--- config.mk ---
export PLATFORM = sky130hd
export DESIGN_NAME = rcg_top
export DESIGN_NICKNAME = d
export VERILOG_FILES = /design/src/rcg_pkg.sv /design/src/rcg_gen_if.sv /design/src/rcg_phase_gen.sv /design/src/rcg_top.sv
export VERILOG_INCLUDE_DIRS = /design/src
export SDC_FILE = /design/constraint.sdc
export NUM_CORES = 1
export LEC_CHECK = 0
export ABC_AREA = 1
export BUFFER_PORTS_ARGS = -buffer_cell sky130_fd_sc_hd__buf_2
export CAP_MARGIN = 10
export CORE_UTILIZATION = 35
export DETAILED_ROUTE_END_ITERATION = 10
export GPL_ROUTABILITY_DRIVEN = 1
export PLACE_DENSITY = 0.58
export SETUP_SLACK_MARGIN = 0.05
export SYNTH_ARGS = -nofsm -noshare
export SYNTH_HDL_FRONTEND = slang
export SYNTH_SLANG_ARGS = --single-unit
--- constraint.sdc ---
create_clock -name sys_clk -period 3 [get_ports sys_clk]
set_clock_uncertainty 0.05 [all_clocks]
set_input_delay 0.6 -clock sys_clk [delete_from_list [all_inputs] [get_ports sys_clk]]
set_output_delay 0.6 -clock sys_clk [all_outputs]
set_load 0.03 [all_outputs]
--- src/rcg_map.svh ---
// Purpose: offsets, field positions, reset values and timing counts of the
//          respiration modulation clock generator
// Assumes: 40 MHz system clock, 32-bit Avalon-MM register port
// Notes:   definitions only
`ifndef RCG_MAP_SVH
`define RCG_MAP_SVH

// ----------------------------------------
// register byte offsets
// ----------------------------------------
`define RCG_ADDR_CTRL 4'h0
`define RCG_ADDR_FREQ 4'h4
`define RCG_ADDR_GPIO 4'h8
`define RCG_ADDR_STAT 4'hC

// ----------------------------------------
// field positions
// ----------------------------------------
`define RCG_CTRL_MODE 1:0
`define RCG_CTRL_PHASE 4:2
`define RCG_CTRL_MOD_EN 5
`define RCG_CTRL_DEMOD_EN 6
`define RCG_FREQ_SEL 2:0
`define RCG_GPIO_OE 2:0
`define RCG_GPIO_OUT 6:4
`define RCG_STAT_PINS 2:0
`define RCG_STAT_MOD 3
`define RCG_STAT_DEMOD 4
`define RCG_STAT_BLOCK 5
`define RCG_STAT_MODE 7:6

// ----------------------------------------
// reset values and codes
// ----------------------------------------
`define RCG_CTRL_RST 7'h00
`define RCG_FREQ_RST 3'h0
`define RCG_GPIO_RST 6'h00
`define RCG_FREQ_64K 3'h0
`define RCG_FREQ_32K 3'h1

// ----------------------------------------
// timing
// ----------------------------------------
`define RCG_SYS_CLK_HZ 64'd40000000
`define RCG_MOD_HZ 64'd64000
`define RCG_PHASE_STEPS 64'd16
`define RCG_NCO_SPAN 64'd65536
`define RCG_NCO_INC \
    16'((`RCG_MOD_HZ * `RCG_PHASE_STEPS * `RCG_NCO_SPAN) / `RCG_SYS_CLK_HZ)

`endif

--- src/rcg_pkg.sv ---
// Purpose: types of the respiration modulation clock generator
// Assumes: nothing
// Notes:   constants live in rcg_map.svh
`default_nettype none
package rcg_pkg;
    typedef enum logic [1:0] {
        RCG_MODE_OFF = 2'h0,
        RCG_MODE_EXT = 2'h1,
        RCG_MODE_INT = 2'h2,
        RCG_MODE_USER = 2'h3
    } rcg_mode_t;

    typedef enum logic [1:0] {
        RCG_BUS_IDLE = 2'b01,
        RCG_BUS_ACK = 2'b10
    } rcg_bus_state_t;
endpackage
`default_nettype wire

--- src/rcg_gen_if.sv ---
// Purpose: link between register side and clock generator
// Assumes: one clock domain
// Notes:   ctrl drives settings, gen returns clocks
`default_nettype none
interface rcg_gen_if;
    logic run;
    logic [2:0] freq_sel;
    logic [2:0] phase_sel;
    logic mod_clk;
    logic demod_clk;

    modport ctrl (output run, output freq_sel, output phase_sel,
                  input mod_clk, input demod_clk);
    modport gen (input run, input freq_sel, input phase_sel,
                 output mod_clk, output demod_clk);
endinterface
`default_nettype wire

--- src/rcg_phase_gen.sv ---
// Purpose: modulation clock and phase-delayed demodulation clock
// Assumes: sys_clk at 40 MHz
// Notes:   16 phase steps per period, 22.5 degrees each
`include "rcg_map.svh"
`default_nettype none
module rcg_phase_gen (
    input wire logic sys_clk,
    input wire logic reset,
    rcg_gen_if.gen gif
);
    logic [15:0] nco;
    logic [15:0] next_nco;
    logic [6:0] presc;
    logic [6:0] next_presc;
    logic [3:0] ph;
    logic [3:0] next_ph;
    logic mod_q;
    logic demod_q;
    logic next_mod;
    logic next_demod;
    logic [16:0] sum;
    logic [6:0] mask;
    logic step;
    logic [3:0] offs;
    logic [3:0] ph_d;
    logic primed;
    logic next_primed;

    // ----------------------------------------
    // rate and phase stepping
    // ----------------------------------------
    always_comb begin
        sum = {1'b0, nco} + {1'b0, `RCG_NCO_INC};
        mask = 7'((8'h01 << gif.freq_sel) - 8'h01);
        step = sum[16] && ((presc & mask) == mask);
        offs = (gif.phase_sel == 3'h0) ? 4'h1 : {1'b0, gif.phase_sel};
        next_nco = nco;
        next_presc = presc;
        next_ph = ph;
        if (!gif.run) begin
            next_nco = 16'h0000;
            next_presc = 7'h00;
            next_ph = 4'h0;
        end else begin
            next_nco = sum[15:0];
            if (sum[16]) begin
                next_presc = presc + 7'h01;
            end
            if (step) begin
                next_ph = ph + 4'h1;
            end
        end
        ph_d = next_ph - offs;
        next_mod = gif.run && next_ph[3];
        // demodulation waits for the first modulation high after start
        next_primed = gif.run && (primed || mod_q);
        next_demod = gif.run && ph_d[3] && (primed || mod_q);
        if (!gif.run) begin
            next_demod = 1'b0;
        end
    end

    always_ff @(posedge sys_clk or posedge reset) begin
        if (reset) begin
            nco <= 16'h0000;
            presc <= 7'h00;
            ph <= 4'h0;
            mod_q <= 1'b0;
            demod_q <= 1'b0;
            primed <= 1'b0;
        end else begin
            nco <= next_nco;
            presc <= next_presc;
            ph <= next_ph;
            mod_q <= next_mod;
            demod_q <= next_demod;
            primed <= next_primed;
        end
    end

    assign gif.mod_clk = mod_q;
    assign gif.demod_clk = demod_q;
endmodule
`default_nettype wire

--- src/rcg_top.sv ---
// Purpose: respiration modulation clock generation and pin routing
// Assumes: 40 MHz sys_clk, asynchronous active-high reset, Avalon-MM slave
// Notes:   pin vectors index 0 = pin two, 1 = pin three, 2 = pin four
`include "rcg_map.svh"
`default_nettype none
module rcg_top (
    input wire logic sys_clk,
    input wire logic reset,
    input wire logic [3:0] avs_address,
    input wire logic avs_read,
    input wire logic avs_write,
    input wire logic [31:0] avs_writedata,
    input wire logic [3:0] avs_byteenable,
    output logic [31:0] avs_readdata,
    output logic avs_waitrequest,
    input wire logic [2:0] gp_pin_in,
    output logic [2:0] gp_pin_out,
    output logic [2:0] gp_pin_oe,
    output logic mod_out_pos,
    output logic mod_out_neg,
    output logic control_reg_a_mod_clk,
    output logic control_reg_a_demod_clk,
    output logic control_reg_a_block
);
    rcg_gen_if gif ();

    // ----------------------------------------
    // state
    // ----------------------------------------
    rcg_pkg::rcg_bus_state_t bus_state;
    rcg_pkg::rcg_bus_state_t next_bus_state;
    logic [1:0] control_reg_a_mode_select;
    logic [1:0] next_control_reg_a_mode_select;
    logic [2:0] demod_phase_select;
    logic [2:0] next_demod_phase_select;
    logic mod_block_on;
    logic next_mod_block_on;
    logic demod_block_on;
    logic next_demod_block_on;
    logic [2:0] mod_freq_select;
    logic [2:0] next_mod_freq_select;
    logic [2:0] gp_oe_reg;
    logic [2:0] next_gp_oe_reg;
    logic [2:0] gp_out_reg;
    logic [2:0] next_gp_out_reg;
    logic next_waitrequest;
    logic [31:0] next_readdata;
    wire logic [2:0] pin_sync;
    logic [31:0] read_word;
    logic [2:0] next_pin_out;
    logic [2:0] next_pin_oe;
    logic next_mod_pos;
    logic next_mod_neg;
    logic next_mod_clk;
    logic next_demod_clk;
    logic next_block;
    rcg_pkg::rcg_mode_t mode;
    logic xor_ok;
    logic do_write;

    // ----------------------------------------
    // generator
    // ----------------------------------------
    always_comb begin
        mode = rcg_pkg::rcg_mode_t'(control_reg_a_mode_select);
        gif.run = (mode == rcg_pkg::RCG_MODE_EXT) || (mode == rcg_pkg::RCG_MODE_INT);
        gif.freq_sel = mod_freq_select;
        gif.phase_sel = demod_phase_select;
    end

    rcg_phase_gen u_gen (
        .sys_clk(sys_clk),
        .reset(reset),
        .gif(gif)
    );

    // ----------------------------------------
    // register read mux
    // ----------------------------------------
    always_comb begin
        read_word = 32'h0000_0000;
        case (avs_address)
            `RCG_ADDR_CTRL: begin
                read_word[`RCG_CTRL_MODE] = control_reg_a_mode_select;
                read_word[`RCG_CTRL_PHASE] = demod_phase_select;
                read_word[`RCG_CTRL_MOD_EN] = mod_block_on;
                read_word[`RCG_CTRL_DEMOD_EN] = demod_block_on;
            end
            `RCG_ADDR_FREQ: begin
                read_word[`RCG_FREQ_SEL] = mod_freq_select;
            end
            `RCG_ADDR_GPIO: begin
                read_word[`RCG_GPIO_OE] = gp_oe_reg;
                read_word[`RCG_GPIO_OUT] = gp_out_reg;
            end
            `RCG_ADDR_STAT: begin
                read_word[`RCG_STAT_PINS] = pin_sync;
                read_word[`RCG_STAT_MOD] = control_reg_a_mod_clk;
                read_word[`RCG_STAT_DEMOD] = control_reg_a_demod_clk;
                read_word[`RCG_STAT_BLOCK] = control_reg_a_block;
                read_word[`RCG_STAT_MODE] = control_reg_a_mode_select;
            end
            default: begin
                read_word = 32'h0000_0000;
            end
        endcase
    end

    // ----------------------------------------
    // register bus
    // ----------------------------------------
    always_comb begin
        do_write = avs_write && (bus_state == rcg_pkg::RCG_BUS_ACK) && avs_byteenable[0];
        next_bus_state = bus_state;
        next_waitrequest = 1'b1;
        next_readdata = avs_readdata;
        next_control_reg_a_mode_select = control_reg_a_mode_select;
        next_demod_phase_select = demod_phase_select;
        next_mod_block_on = mod_block_on;
        next_demod_block_on = demod_block_on;
        next_mod_freq_select = mod_freq_select;
        next_gp_oe_reg = gp_oe_reg;
        next_gp_out_reg = gp_out_reg;
        case (bus_state)
            rcg_pkg::RCG_BUS_IDLE: begin
                if (avs_read || avs_write) begin
                    next_bus_state = rcg_pkg::RCG_BUS_ACK;
                    next_waitrequest = 1'b0;
                    next_readdata = 32'h0000_0000;
                    if (avs_read) begin
                        next_readdata = read_word;
                    end
                end
            end
            rcg_pkg::RCG_BUS_ACK: begin
                next_bus_state = rcg_pkg::RCG_BUS_IDLE;
                if (do_write) begin
                    case (avs_address)
                        `RCG_ADDR_CTRL: begin
                            next_control_reg_a_mode_select = avs_writedata[`RCG_CTRL_MODE];
                            next_demod_phase_select = avs_writedata[`RCG_CTRL_PHASE];
                            next_mod_block_on = avs_writedata[`RCG_CTRL_MOD_EN];
                            next_demod_block_on = avs_writedata[`RCG_CTRL_DEMOD_EN];
                        end
                        `RCG_ADDR_FREQ: begin
                            next_mod_freq_select = avs_writedata[`RCG_FREQ_SEL];
                        end
                        `RCG_ADDR_GPIO: begin
                            // stored in every mode, applied only when the pins are free
                            next_gp_oe_reg = avs_writedata[`RCG_GPIO_OE];
                            next_gp_out_reg = avs_writedata[`RCG_GPIO_OUT];
                        end
                        default: begin
                            next_gp_oe_reg = gp_oe_reg;
                        end
                    endcase
                end
            end
            default: begin
                next_bus_state = rcg_pkg::RCG_BUS_IDLE;
            end
        endcase
    end

    always_ff @(posedge sys_clk or posedge reset) begin
        if (reset) begin
            bus_state <= rcg_pkg::RCG_BUS_IDLE;
            avs_waitrequest <= 1'b1;
            avs_readdata <= 32'h0000_0000;
            control_reg_a_mode_select <= 2'(`RCG_CTRL_RST);
            demod_phase_select <= 3'h0;
            mod_block_on <= 1'b0;
            demod_block_on <= 1'b0;
            mod_freq_select <= `RCG_FREQ_RST;
            gp_oe_reg <= 3'h0;
            gp_out_reg <= 3'h0;
        end else begin
            bus_state <= next_bus_state;
            avs_waitrequest <= next_waitrequest;
            avs_readdata <= next_readdata;
            control_reg_a_mode_select <= next_control_reg_a_mode_select;
            demod_phase_select <= next_demod_phase_select;
            mod_block_on <= next_mod_block_on;
            demod_block_on <= next_demod_block_on;
            mod_freq_select <= next_mod_freq_select;
            gp_oe_reg <= next_gp_oe_reg;
            gp_out_reg <= next_gp_out_reg;
        end
    end

    // ----------------------------------------
    // pin input synchroniser
    // ----------------------------------------
    genvar pin_idx;
    generate
        for (pin_idx = 0; pin_idx < 3; pin_idx = pin_idx + 1) begin : g_pin_sync
            logic meta_q;
            logic sync_q;
            logic next_meta;
            logic next_sync;
            always_comb begin
                next_meta = gp_pin_in[pin_idx];
                next_sync = meta_q;
            end
            always_ff @(posedge sys_clk or posedge reset) begin
                if (reset) begin
                    meta_q <= 1'b0;
                    sync_q <= 1'b0;
                end else begin
                    meta_q <= next_meta;
                    sync_q <= next_sync;
                end
            end
            assign pin_sync[pin_idx] = sync_q;
        end
    endgenerate

    // ----------------------------------------
    // pin and clock routing
    // ----------------------------------------
    always_comb begin
        xor_ok = (mod_freq_select == `RCG_FREQ_64K) || (mod_freq_select == `RCG_FREQ_32K);
    end

    always_comb begin
        next_pin_out = gp_out_reg;
        next_pin_oe = gp_oe_reg;
        next_mod_pos = 1'b0;
        next_mod_neg = 1'b0;
        next_mod_clk = 1'b0;
        next_demod_clk = 1'b0;
        next_block = 1'b0;
        case (mode)
            rcg_pkg::RCG_MODE_EXT: begin
                next_pin_oe = 3'h7;
                next_pin_out[1] = gif.mod_clk;
                next_pin_out[2] = gif.demod_clk;
                next_pin_out[0] = xor_ok && (gif.mod_clk ^ gif.demod_clk);
                next_mod_clk = gif.mod_clk;
                next_demod_clk = gif.demod_clk;
                next_block = next_pin_out[0];
            end
            rcg_pkg::RCG_MODE_INT: begin
                // pins keep software settings here
                next_mod_pos = mod_block_on && gif.mod_clk;
                next_mod_neg = mod_block_on && !gif.mod_clk;
                next_mod_clk = mod_block_on && gif.mod_clk;
                next_demod_clk = demod_block_on && gif.demod_clk;
                next_block = next_mod_clk ^ next_demod_clk;
            end
            rcg_pkg::RCG_MODE_USER: begin
                next_pin_oe = 3'h0;
                next_pin_out = 3'h0;
                next_mod_clk = pin_sync[1];
                next_demod_clk = pin_sync[2];
                next_block = pin_sync[0];
            end
            default: begin
                next_pin_out = gp_out_reg;
            end
        endcase
    end

    always_ff @(posedge sys_clk or posedge reset) begin
        if (reset) begin
            gp_pin_out <= 3'h0;
            gp_pin_oe <= 3'h0;
            mod_out_pos <= 1'b0;
            mod_out_neg <= 1'b0;
            control_reg_a_mod_clk <= 1'b0;
            control_reg_a_demod_clk <= 1'b0;
            control_reg_a_block <= 1'b0;
        end else begin
            gp_pin_out <= next_pin_out;
            gp_pin_oe <= next_pin_oe;
            mod_out_pos <= next_mod_pos;
            mod_out_neg <= next_mod_neg;
            control_reg_a_mod_clk <= next_mod_clk;
            control_reg_a_demod_clk <= next_demod_clk;
            control_reg_a_block <= next_block;
        end
    end
endmodule
`default_nettype wire

==> impl_metrics.csv, run 1 <==
group,metric,value,unit
pwr,powerDensity,623,nW/um^2
drt,viasPerCell,4.62,
run,drv_cap,0,
die,die-area,11100,sq um
clock_tree,cts-root-buf,"clkbuf_8",
worst_setup_path,worstSetupStartpointType,"register",
timing,maxSlewHeadroom,0.648,
worst_setup_path,cp_max_fo,5,
worst_setup_path,timing.rr.start,"gif.freq_sel[1]$_DFFE_PP0P_",
placement,portBuffers,38,
drt,dr.pass1.iters,4,
finish,finalNonFillerCells,615,
worst_setup_path,end_kind,"register",
timing,drv_slew,0,
pwr,ir_drop,0.260,mV
die,coreArea,10300,sq um
clock_tree,clock_latency,0.34,ns
placement,finalWeightedCongestion,0.851,
synthesis,synth.yosys.seq_area_share,0.497,
clock_tree,cts_sinks,74,
synthesis,synth_cells,424,
synthesis,synth_cell_types,39,
min_path,hold_path.class,"input port to asynchronous set/reset pin",
drt,wirelength,7430,um
timing,fmax,0.372,GHz
run_status,status,"finished, final reports clean",
finish,top_register,"u_gen.nco",
finish,syn_to_final_growth,14.5,%
finish,num_antenna_cells,0,
pwr,p_clk_frac,0.334,
worst_setup_path,cp_common_cell,"nand2_1",
synthesis,yosysWarnings,0,
worst_setup_path,cp.required,3.18,ns
clock_tree,htree_levels,3,
drt,initialDrtViolationCount,142,
pwr,power.share.combinational,0.232,
timing,hold_ws,0.131,ns
finish,final_core_util,0.414,
grt,grt-ovfl-total,0,
worst_setup_path,regToRegSetupSlack,0.31,ns
worst_setup_path,crit_chain,"nor2_4 -> nand2_1 -> ha_1 -> or2_2 -> nand3_2 -> nor2_4 -> nand3_1 -> nor2_1 -> nand2_1 -> xor2_1 -> nor2_1 -> ha_1 -> a21oi_2 -> nand3_1 -> nand2_1 -> nor2_2",
clock_tree,clkTransAtPathRegs,0.08,ns
grt,grt_pass1_wl,12700,um
die,start_util,0.362,
timing,min_period,2.69,ns
pwr,p_sw,0.000874,W
synthesis,avgSynthCellArea,8.81,sq um
worst_setup_path,max_stage_delay,0.48,ns
placement,dpl.cell_count,595,
die,rows,37,
worst_setup_path,crit_arrival,2.87,ns
grt,grt_usage,0.143,
clock_tree,clock_path_buffers,2,
timing,period_share,0.895,
timing,setup_viol,0,
grt,grt_max_degree,64,
pwr,leakage,2.13,nW
drt,final_antenna_net_count,0,
placement,dp_hpwl,5420,um
finish,reg.largest.list,"u_gen.nco x16, avs_readdata x8, u_gen.presc x7",
grt,antenna_found_initial,0,
timing,tightestPinTransition,0.526,ns
finish,largest_reg_flops,16,
finish,drive_gt1_frac,0.217,
pwr,p_int,0.00179,W
worst_setup_path,crit_path_top_delay_cell,"dfrtp_2",
die,die_h,105,um
timing,rsz0062_at_grt,"false",
timing,setup_tns,0,ns
pwr,pwr-share-seq,0.434,
synthesis,ys_ff_latch,74,
drt,wire_per_inst,12.1,um
finish,fin_nets,532,
drt,vias,2843,
clock_tree,cts_tree,"yes",
grt,grt_pass1_vias,2730,
timing,finalHoldViolCount,0,
clock_tree,cts_buffers,9,
pwr,swShare,0.329,
worst_setup_path,startpoint,"gif.freq_sel[1]$_DFFE_PP0P_",
die,die_x,105,um
synthesis,netlist_area,3730,sq um
drt,drcViolationCount,0,
worst_setup_path,path_class,"register to register",
die,ios,91,
finish,fillers,1012,
==> final cells by class <==
type	instances	area, sq um	share of cell area
repair buffers	46	263	0.0615
well taps	136	170	0.0398
inverters	59	224	0.0524
clock buffers	10	138	0.0322
clock inverters	6	95.1	0.0222
multi-input cells	284	1530	0.357
flip-flops and latches	74	1860	0.434
==> cells in the mapped netlist, drive strengths merged <==
cell type | number | area share
a32oi | 1 | 0.0023
nor3 | 9 | 0.016
a31oi | 5 | 0.0084
o21a | 1 | 0.0020
a32o | 1 | 0.0027
or2 | 3 | 0.0050
nand4 | 4 | 0.0067
xor2 | 5 | 0.012
dfstp | 2 | 0.014
o21ai | 38 | 0.051
o211ai | 1 | 0.0020
conb | 1 | 0.0010
dfrtp | 72 | 0.48
o22ai | 2 | 0.0034
o221ai | 2 | 0.0047
nor2 | 35 | 0.047
inv | 57 | 0.058
clkinv | 2 | 0.0020
ha | 11 | 0.037
buf | 26 | 0.054
a221oi | 3 | 0.0070
nand2 | 87 | 0.099
nand3 | 27 | 0.042
a31o | 1 | 0.0023
a21oi | 23 | 0.032
a221o | 1 | 0.0027
clkbuf | 4 | 0.0040
==> logic make-up after synthesis <==
| group | Yosys count | synth area share |
|---|---|---|
| buffers and inverters | 89 | 0.118 |
| other | 1 | 0.00100 |
| and+or+nand+nor | 165 | 0.215 |
| xor gates and xnor gates | 5 | 0.0117 |
| adders and majority gates | 11 | 0.0369 |
| DFF | 74 | 0.497 |
| AOI/OAI and AO/OA | 79 | 0.120 |
==> power by group through the flow <==
stage | registers, W | logic [W] | clock network [W]
floorplan | 0.00121 | 0.000450 | 0
global placement | 0.00117 | 0.000596 | 0
detailed placement | 0.00117 | 0.000607 | 0
CTS | 0.00116 | 0.000610 | 0.000920
global route | 0.00117 | 0.000697 | 0.000962
finish | 0.00115 | 0.000617 | 0.000890
==> final timing paths <==
kind | endpoint | cells past startpoint
worst min-delay path | u_gen.nco[13]$_DFF_PP0_ | 2
worst max-delay path | u_gen.gif.demod_clk$_DFF_PP0_ | 16
worst max register to register | u_gen.gif.demod_clk$_DFF_PP0_ | 16
worst min register to register | g_pin_sync[0].sync_q$_DFF_PP0_ | 0
max in group asynchronous | bus_state[0]$_DFFE_PP1P_ | 3
min in group sys_clk | g_pin_sync[0].sync_q$_DFF_PP0_ | 0
==> metrics by stage <==
step	cell area, sq um	worst slack, ns	power, W
global placement	4010	0.241	0.00177
detailed placement	4010	0.191	0.00178
finish	4270	0.315	0.00266
global route	4270	0.0587	0.00282
floorplan	3820	0.433	0.00166
CTS	4240	0.173	0.00269
==> routing by layer <==
| layer | GRT usage | vias to the layer above | wire [um] |
|---|---|---|---|
| met5 | 0 | - | 0 |
| met4 | 0.0734 | 0 | 233 |
| met2 | 0.227 | 64 | 3350 |
| met1 | 0.188 | 1336 | 3590 |
| met3 | 0.0247 | 17 | 261 |
| li1 | - | 1426 | - |
==> worst max-delay path, delay by kind of cell (launching register included) <==
kind            cells  cell delay (ns)
xor+xnor            1             0.14
simple gates       12             1.10
compound gates      1             0.16
flops               1             0.48
fa+ha+maj           2             0.62
==> cell usage in the layout, fill, tap and decap left out, types with 4 or more instances in the layout <==
cell type	netlist	layout
o21ai_0	36	36
nor2_4	4	4
buf_4	24	7
xor2_1	5	5
nand3_1	23	23
clkbuf_8	0	10
nand2_2	5	5
nor2_2	5	5
dfrtp_1	72	70
nand3_2	4	4
nor2_1	26	26
nand4_1	4	4
inv_1	50	49
ha_1	11	11
a31oi_1	5	5
a21oi_1	22	21
nand2_1	79	79
nor3_1	6	6
conb_1	1	24
buf_2	0	38
inv_2	6	7
==> timing repair <==
item / in CTS / in global routing
setup buffers: 0 / 4
hold buffers: 0 / 0
setup endpoints to repair: 0 / 1
gates resized for setup: 0 / 3
(Power assumes the default switching activity.)
==> run 2, diff against run 1 <==
--- a/config.mk
+++ b/config.mk
@@ -13,6 +13,7 @@
 export DETAILED_ROUTE_END_ITERATION = 10
 export GPL_ROUTABILITY_DRIVEN = 1
 export PLACE_DENSITY = 0.58
+export RECOVER_POWER = 50
 export SETUP_SLACK_MARGIN = 0.05
 export SYNTH_ARGS = -nofsm -noshare
 export SYNTH_HDL_FRONTEND = slang
==> impl_metrics.csv, run 2 (synthesized netlist as in run 1, its figures left out) <==
group,metric,value,unit
finish,num_antenna_cells,0,
die,die-area,11100,sq um
drt,wirelength,7400,um
pwr,ir_drop,0.260,mV
drt,wire_per_inst,12.0,um
finish,seqCellArea,1860,sq um
timing,finalHoldViolCount,0,
grt,antenna_found_initial,0,
timing,maxSlewHeadroom,-0.0129,
worst_setup_path,end_kind,"register",
pwr,powerDensity,624,nW/um^2
placement,dpl_cell_area,4010,sq um
finish,layout_common_cells,"nand2_1 (79), dfrtp_1 (70), inv_1 (50), buf_2 (38), o21ai_0 (36)",
worst_setup_path,cp_max_fo,5,
die,die_h,105,um
placement,portBuffers,38,
timing,drv_slew,64,
die,ios,91,
drt,final_antenna_net_count,0,
timing,rsz0062_at_grt,"false",
die,rows,37,
placement,finalWeightedCongestion,0.851,
clock_tree,htree_levels,3,
run_status,failed_checks,"capacitance limit, slew limit",
min_path,hold_path.class,"input port to asynchronous set/reset pin",
finish,layout_commonest_cell,"nand2_1",
drt,initialDrtViolationCount,137,
timing,setup_tns,0,ns
grt,grt-ovfl-total,0,
drt,viasPerCell,4.63,
clock_tree,cts_buffers,9,
clock_tree,clkTransAtPathRegs,0.08,ns
grt,grt_max_degree,64,
timing,period_share,0.895,
timing,fmax,0.372,GHz
clock_tree,clock_path_buffers,2,
clock_tree,cts-root-buf,"clkbuf_8",
worst_setup_path,cp.required,3.18,ns
die,start_util,0.362,
run_status,status,"finished, violations left",
clock_tree,cts_tree,"yes",
timing,tightestPinTransition,1.52,ns
worst_setup_path,regToRegSetupSlack,0.31,ns
worst_setup_path,worstSetupStartpointType,"register",
placement,dpl.cell_count,595,
drt,drcViolationCount,0,
clock_tree,cts_sinks,74,
pwr,leakage,2.13,nW
finish,finalNonFillerCells,615,
clock_tree,clock_latency,0.34,ns
die,coreArea,10300,sq um
run,drv_cap,1,
worst_setup_path,crit_arrival,2.87,ns
finish,top_register,"u_gen.nco",
grt,grt_pass1_wl,12700,um
finish,largest_reg_flops,16,
finish,stdcell_area,4260,sq um
timing,min_period,2.69,ns
drt,dr.pass1.iters,5,
placement,dp_hpwl,5420,um
finish,drive_gt1_frac,0.213,
finish,syn_to_final_growth,14.0,%
timing,setup_viol,0,
finish,reg.largest.list,"u_gen.nco x16, avs_readdata x8, u_gen.presc x7",
grt,grt_pass1_vias,2730,
finish,fillers,1015,
worst_setup_path,path_class,"register to register",
finish,fin_nets,532,
finish,multi_input_area,1530,sq um
grt,grt_usage,0.143,
die,die_x,105,um
drt,vias,2846,
==> run 2: repair_timing <==
| action | CTS | global route |
|---|---|---|
| setup endpoints to repair | 0 | 1 |
| resized for setup | 0 | 3 |
| setup buffers | 0 | 4 |
| hold buffers | 0 | 0 |
==> run 2: worst max-delay path: stages, from the launching register on <==
cell	delay, ns
dfrtp_2	0.48
nor2_4	0.13
nand2_1	0.08
ha_1	0.30
or2_2	0.30
nand3_2	0.09
nor2_4	0.04
nand3_1	0.07
nor2_1	0.05
nand2_1	0.06
xor2_1	0.14
nor2_1	0.07
ha_1	0.32
a21oi_2	0.16
nand3_1	0.09
nand2_1	0.09
nor2_2	0.03
==> run 2: area by class of cell <==
cell class / instances / area share
repair buffers: 46 / 0.0582
flip-flops and latches: 74 / 0.436
inverters: 59 / 0.0526
multi-input cells: 284 / 0.358
well taps: 136 / 0.0400
clock inverters: 6 / 0.0223
clock buffers: 10 / 0.0323
==> run 2: stage by stage <==
step,power [W],hold WS [ns],worst slack [ns],util
after floorplan,0.00166,0.281,0.433,-
after global placement,0.00177,0.285,0.241,0.388
after detailed placement,0.00178,0.288,0.191,0.388
after CTS,0.00269,0.123,0.173,0.410
after global routing,0.00282,0.223,0.0587,0.412
final,0.00266,0.186,0.315,0.412
==> run 2: final timing paths <==
| path | from | depth (start not counted) | endpoint |
|---|---|---|---|
| max | gif.freq_sel[1]$_DFFE_PP0P_ | 16 | u_gen.gif.demod_clk$_DFF_PP0_ |
| min | reset | 2 | u_gen.nco[13]$_DFF_PP0_ |
| max reg2reg | gif.freq_sel[1]$_DFFE_PP0P_ | 16 | u_gen.gif.demod_clk$_DFF_PP0_ |
| min reg2reg | g_pin_sync[0].meta_q$_DFF_PP0_ | 0 | g_pin_sync[0].sync_q$_DFF_PP0_ |
| max in group asynchronous | reset | 3 | gif.freq_sel[0]$_DFFE_PP0P_ |
| min in group sys_clk | g_pin_sync[0].meta_q$_DFF_PP0_ | 0 | g_pin_sync[0].sync_q$_DFF_PP0_ |
==> run 2: per-layer routing <==
metal,wire (um),vias to the layer above,share of wire,global-route usage
met5,0,-,0,0
met4,233,0,0.032,0.0734
met3,291,17,0.039,0.0247
met2,3360,74,0.45,0.227
met1,3510,1328,0.47,0.188
li1,-,1427,-,-
==> run 2: report_power, final <==
group | internal [W] | total [W] | switching [W] | leakage [nW]
clock | 0.000502 | 0.000889 | 0.000388 | 0.118
sequential | 0.00109 | 0.00115 | 0.0000605 | 0.995
combinational | 0.000188 | 0.000611 | 0.000423 | 1.02
total | 0.00178 | 0.00266 | 0.000872 | 2.13
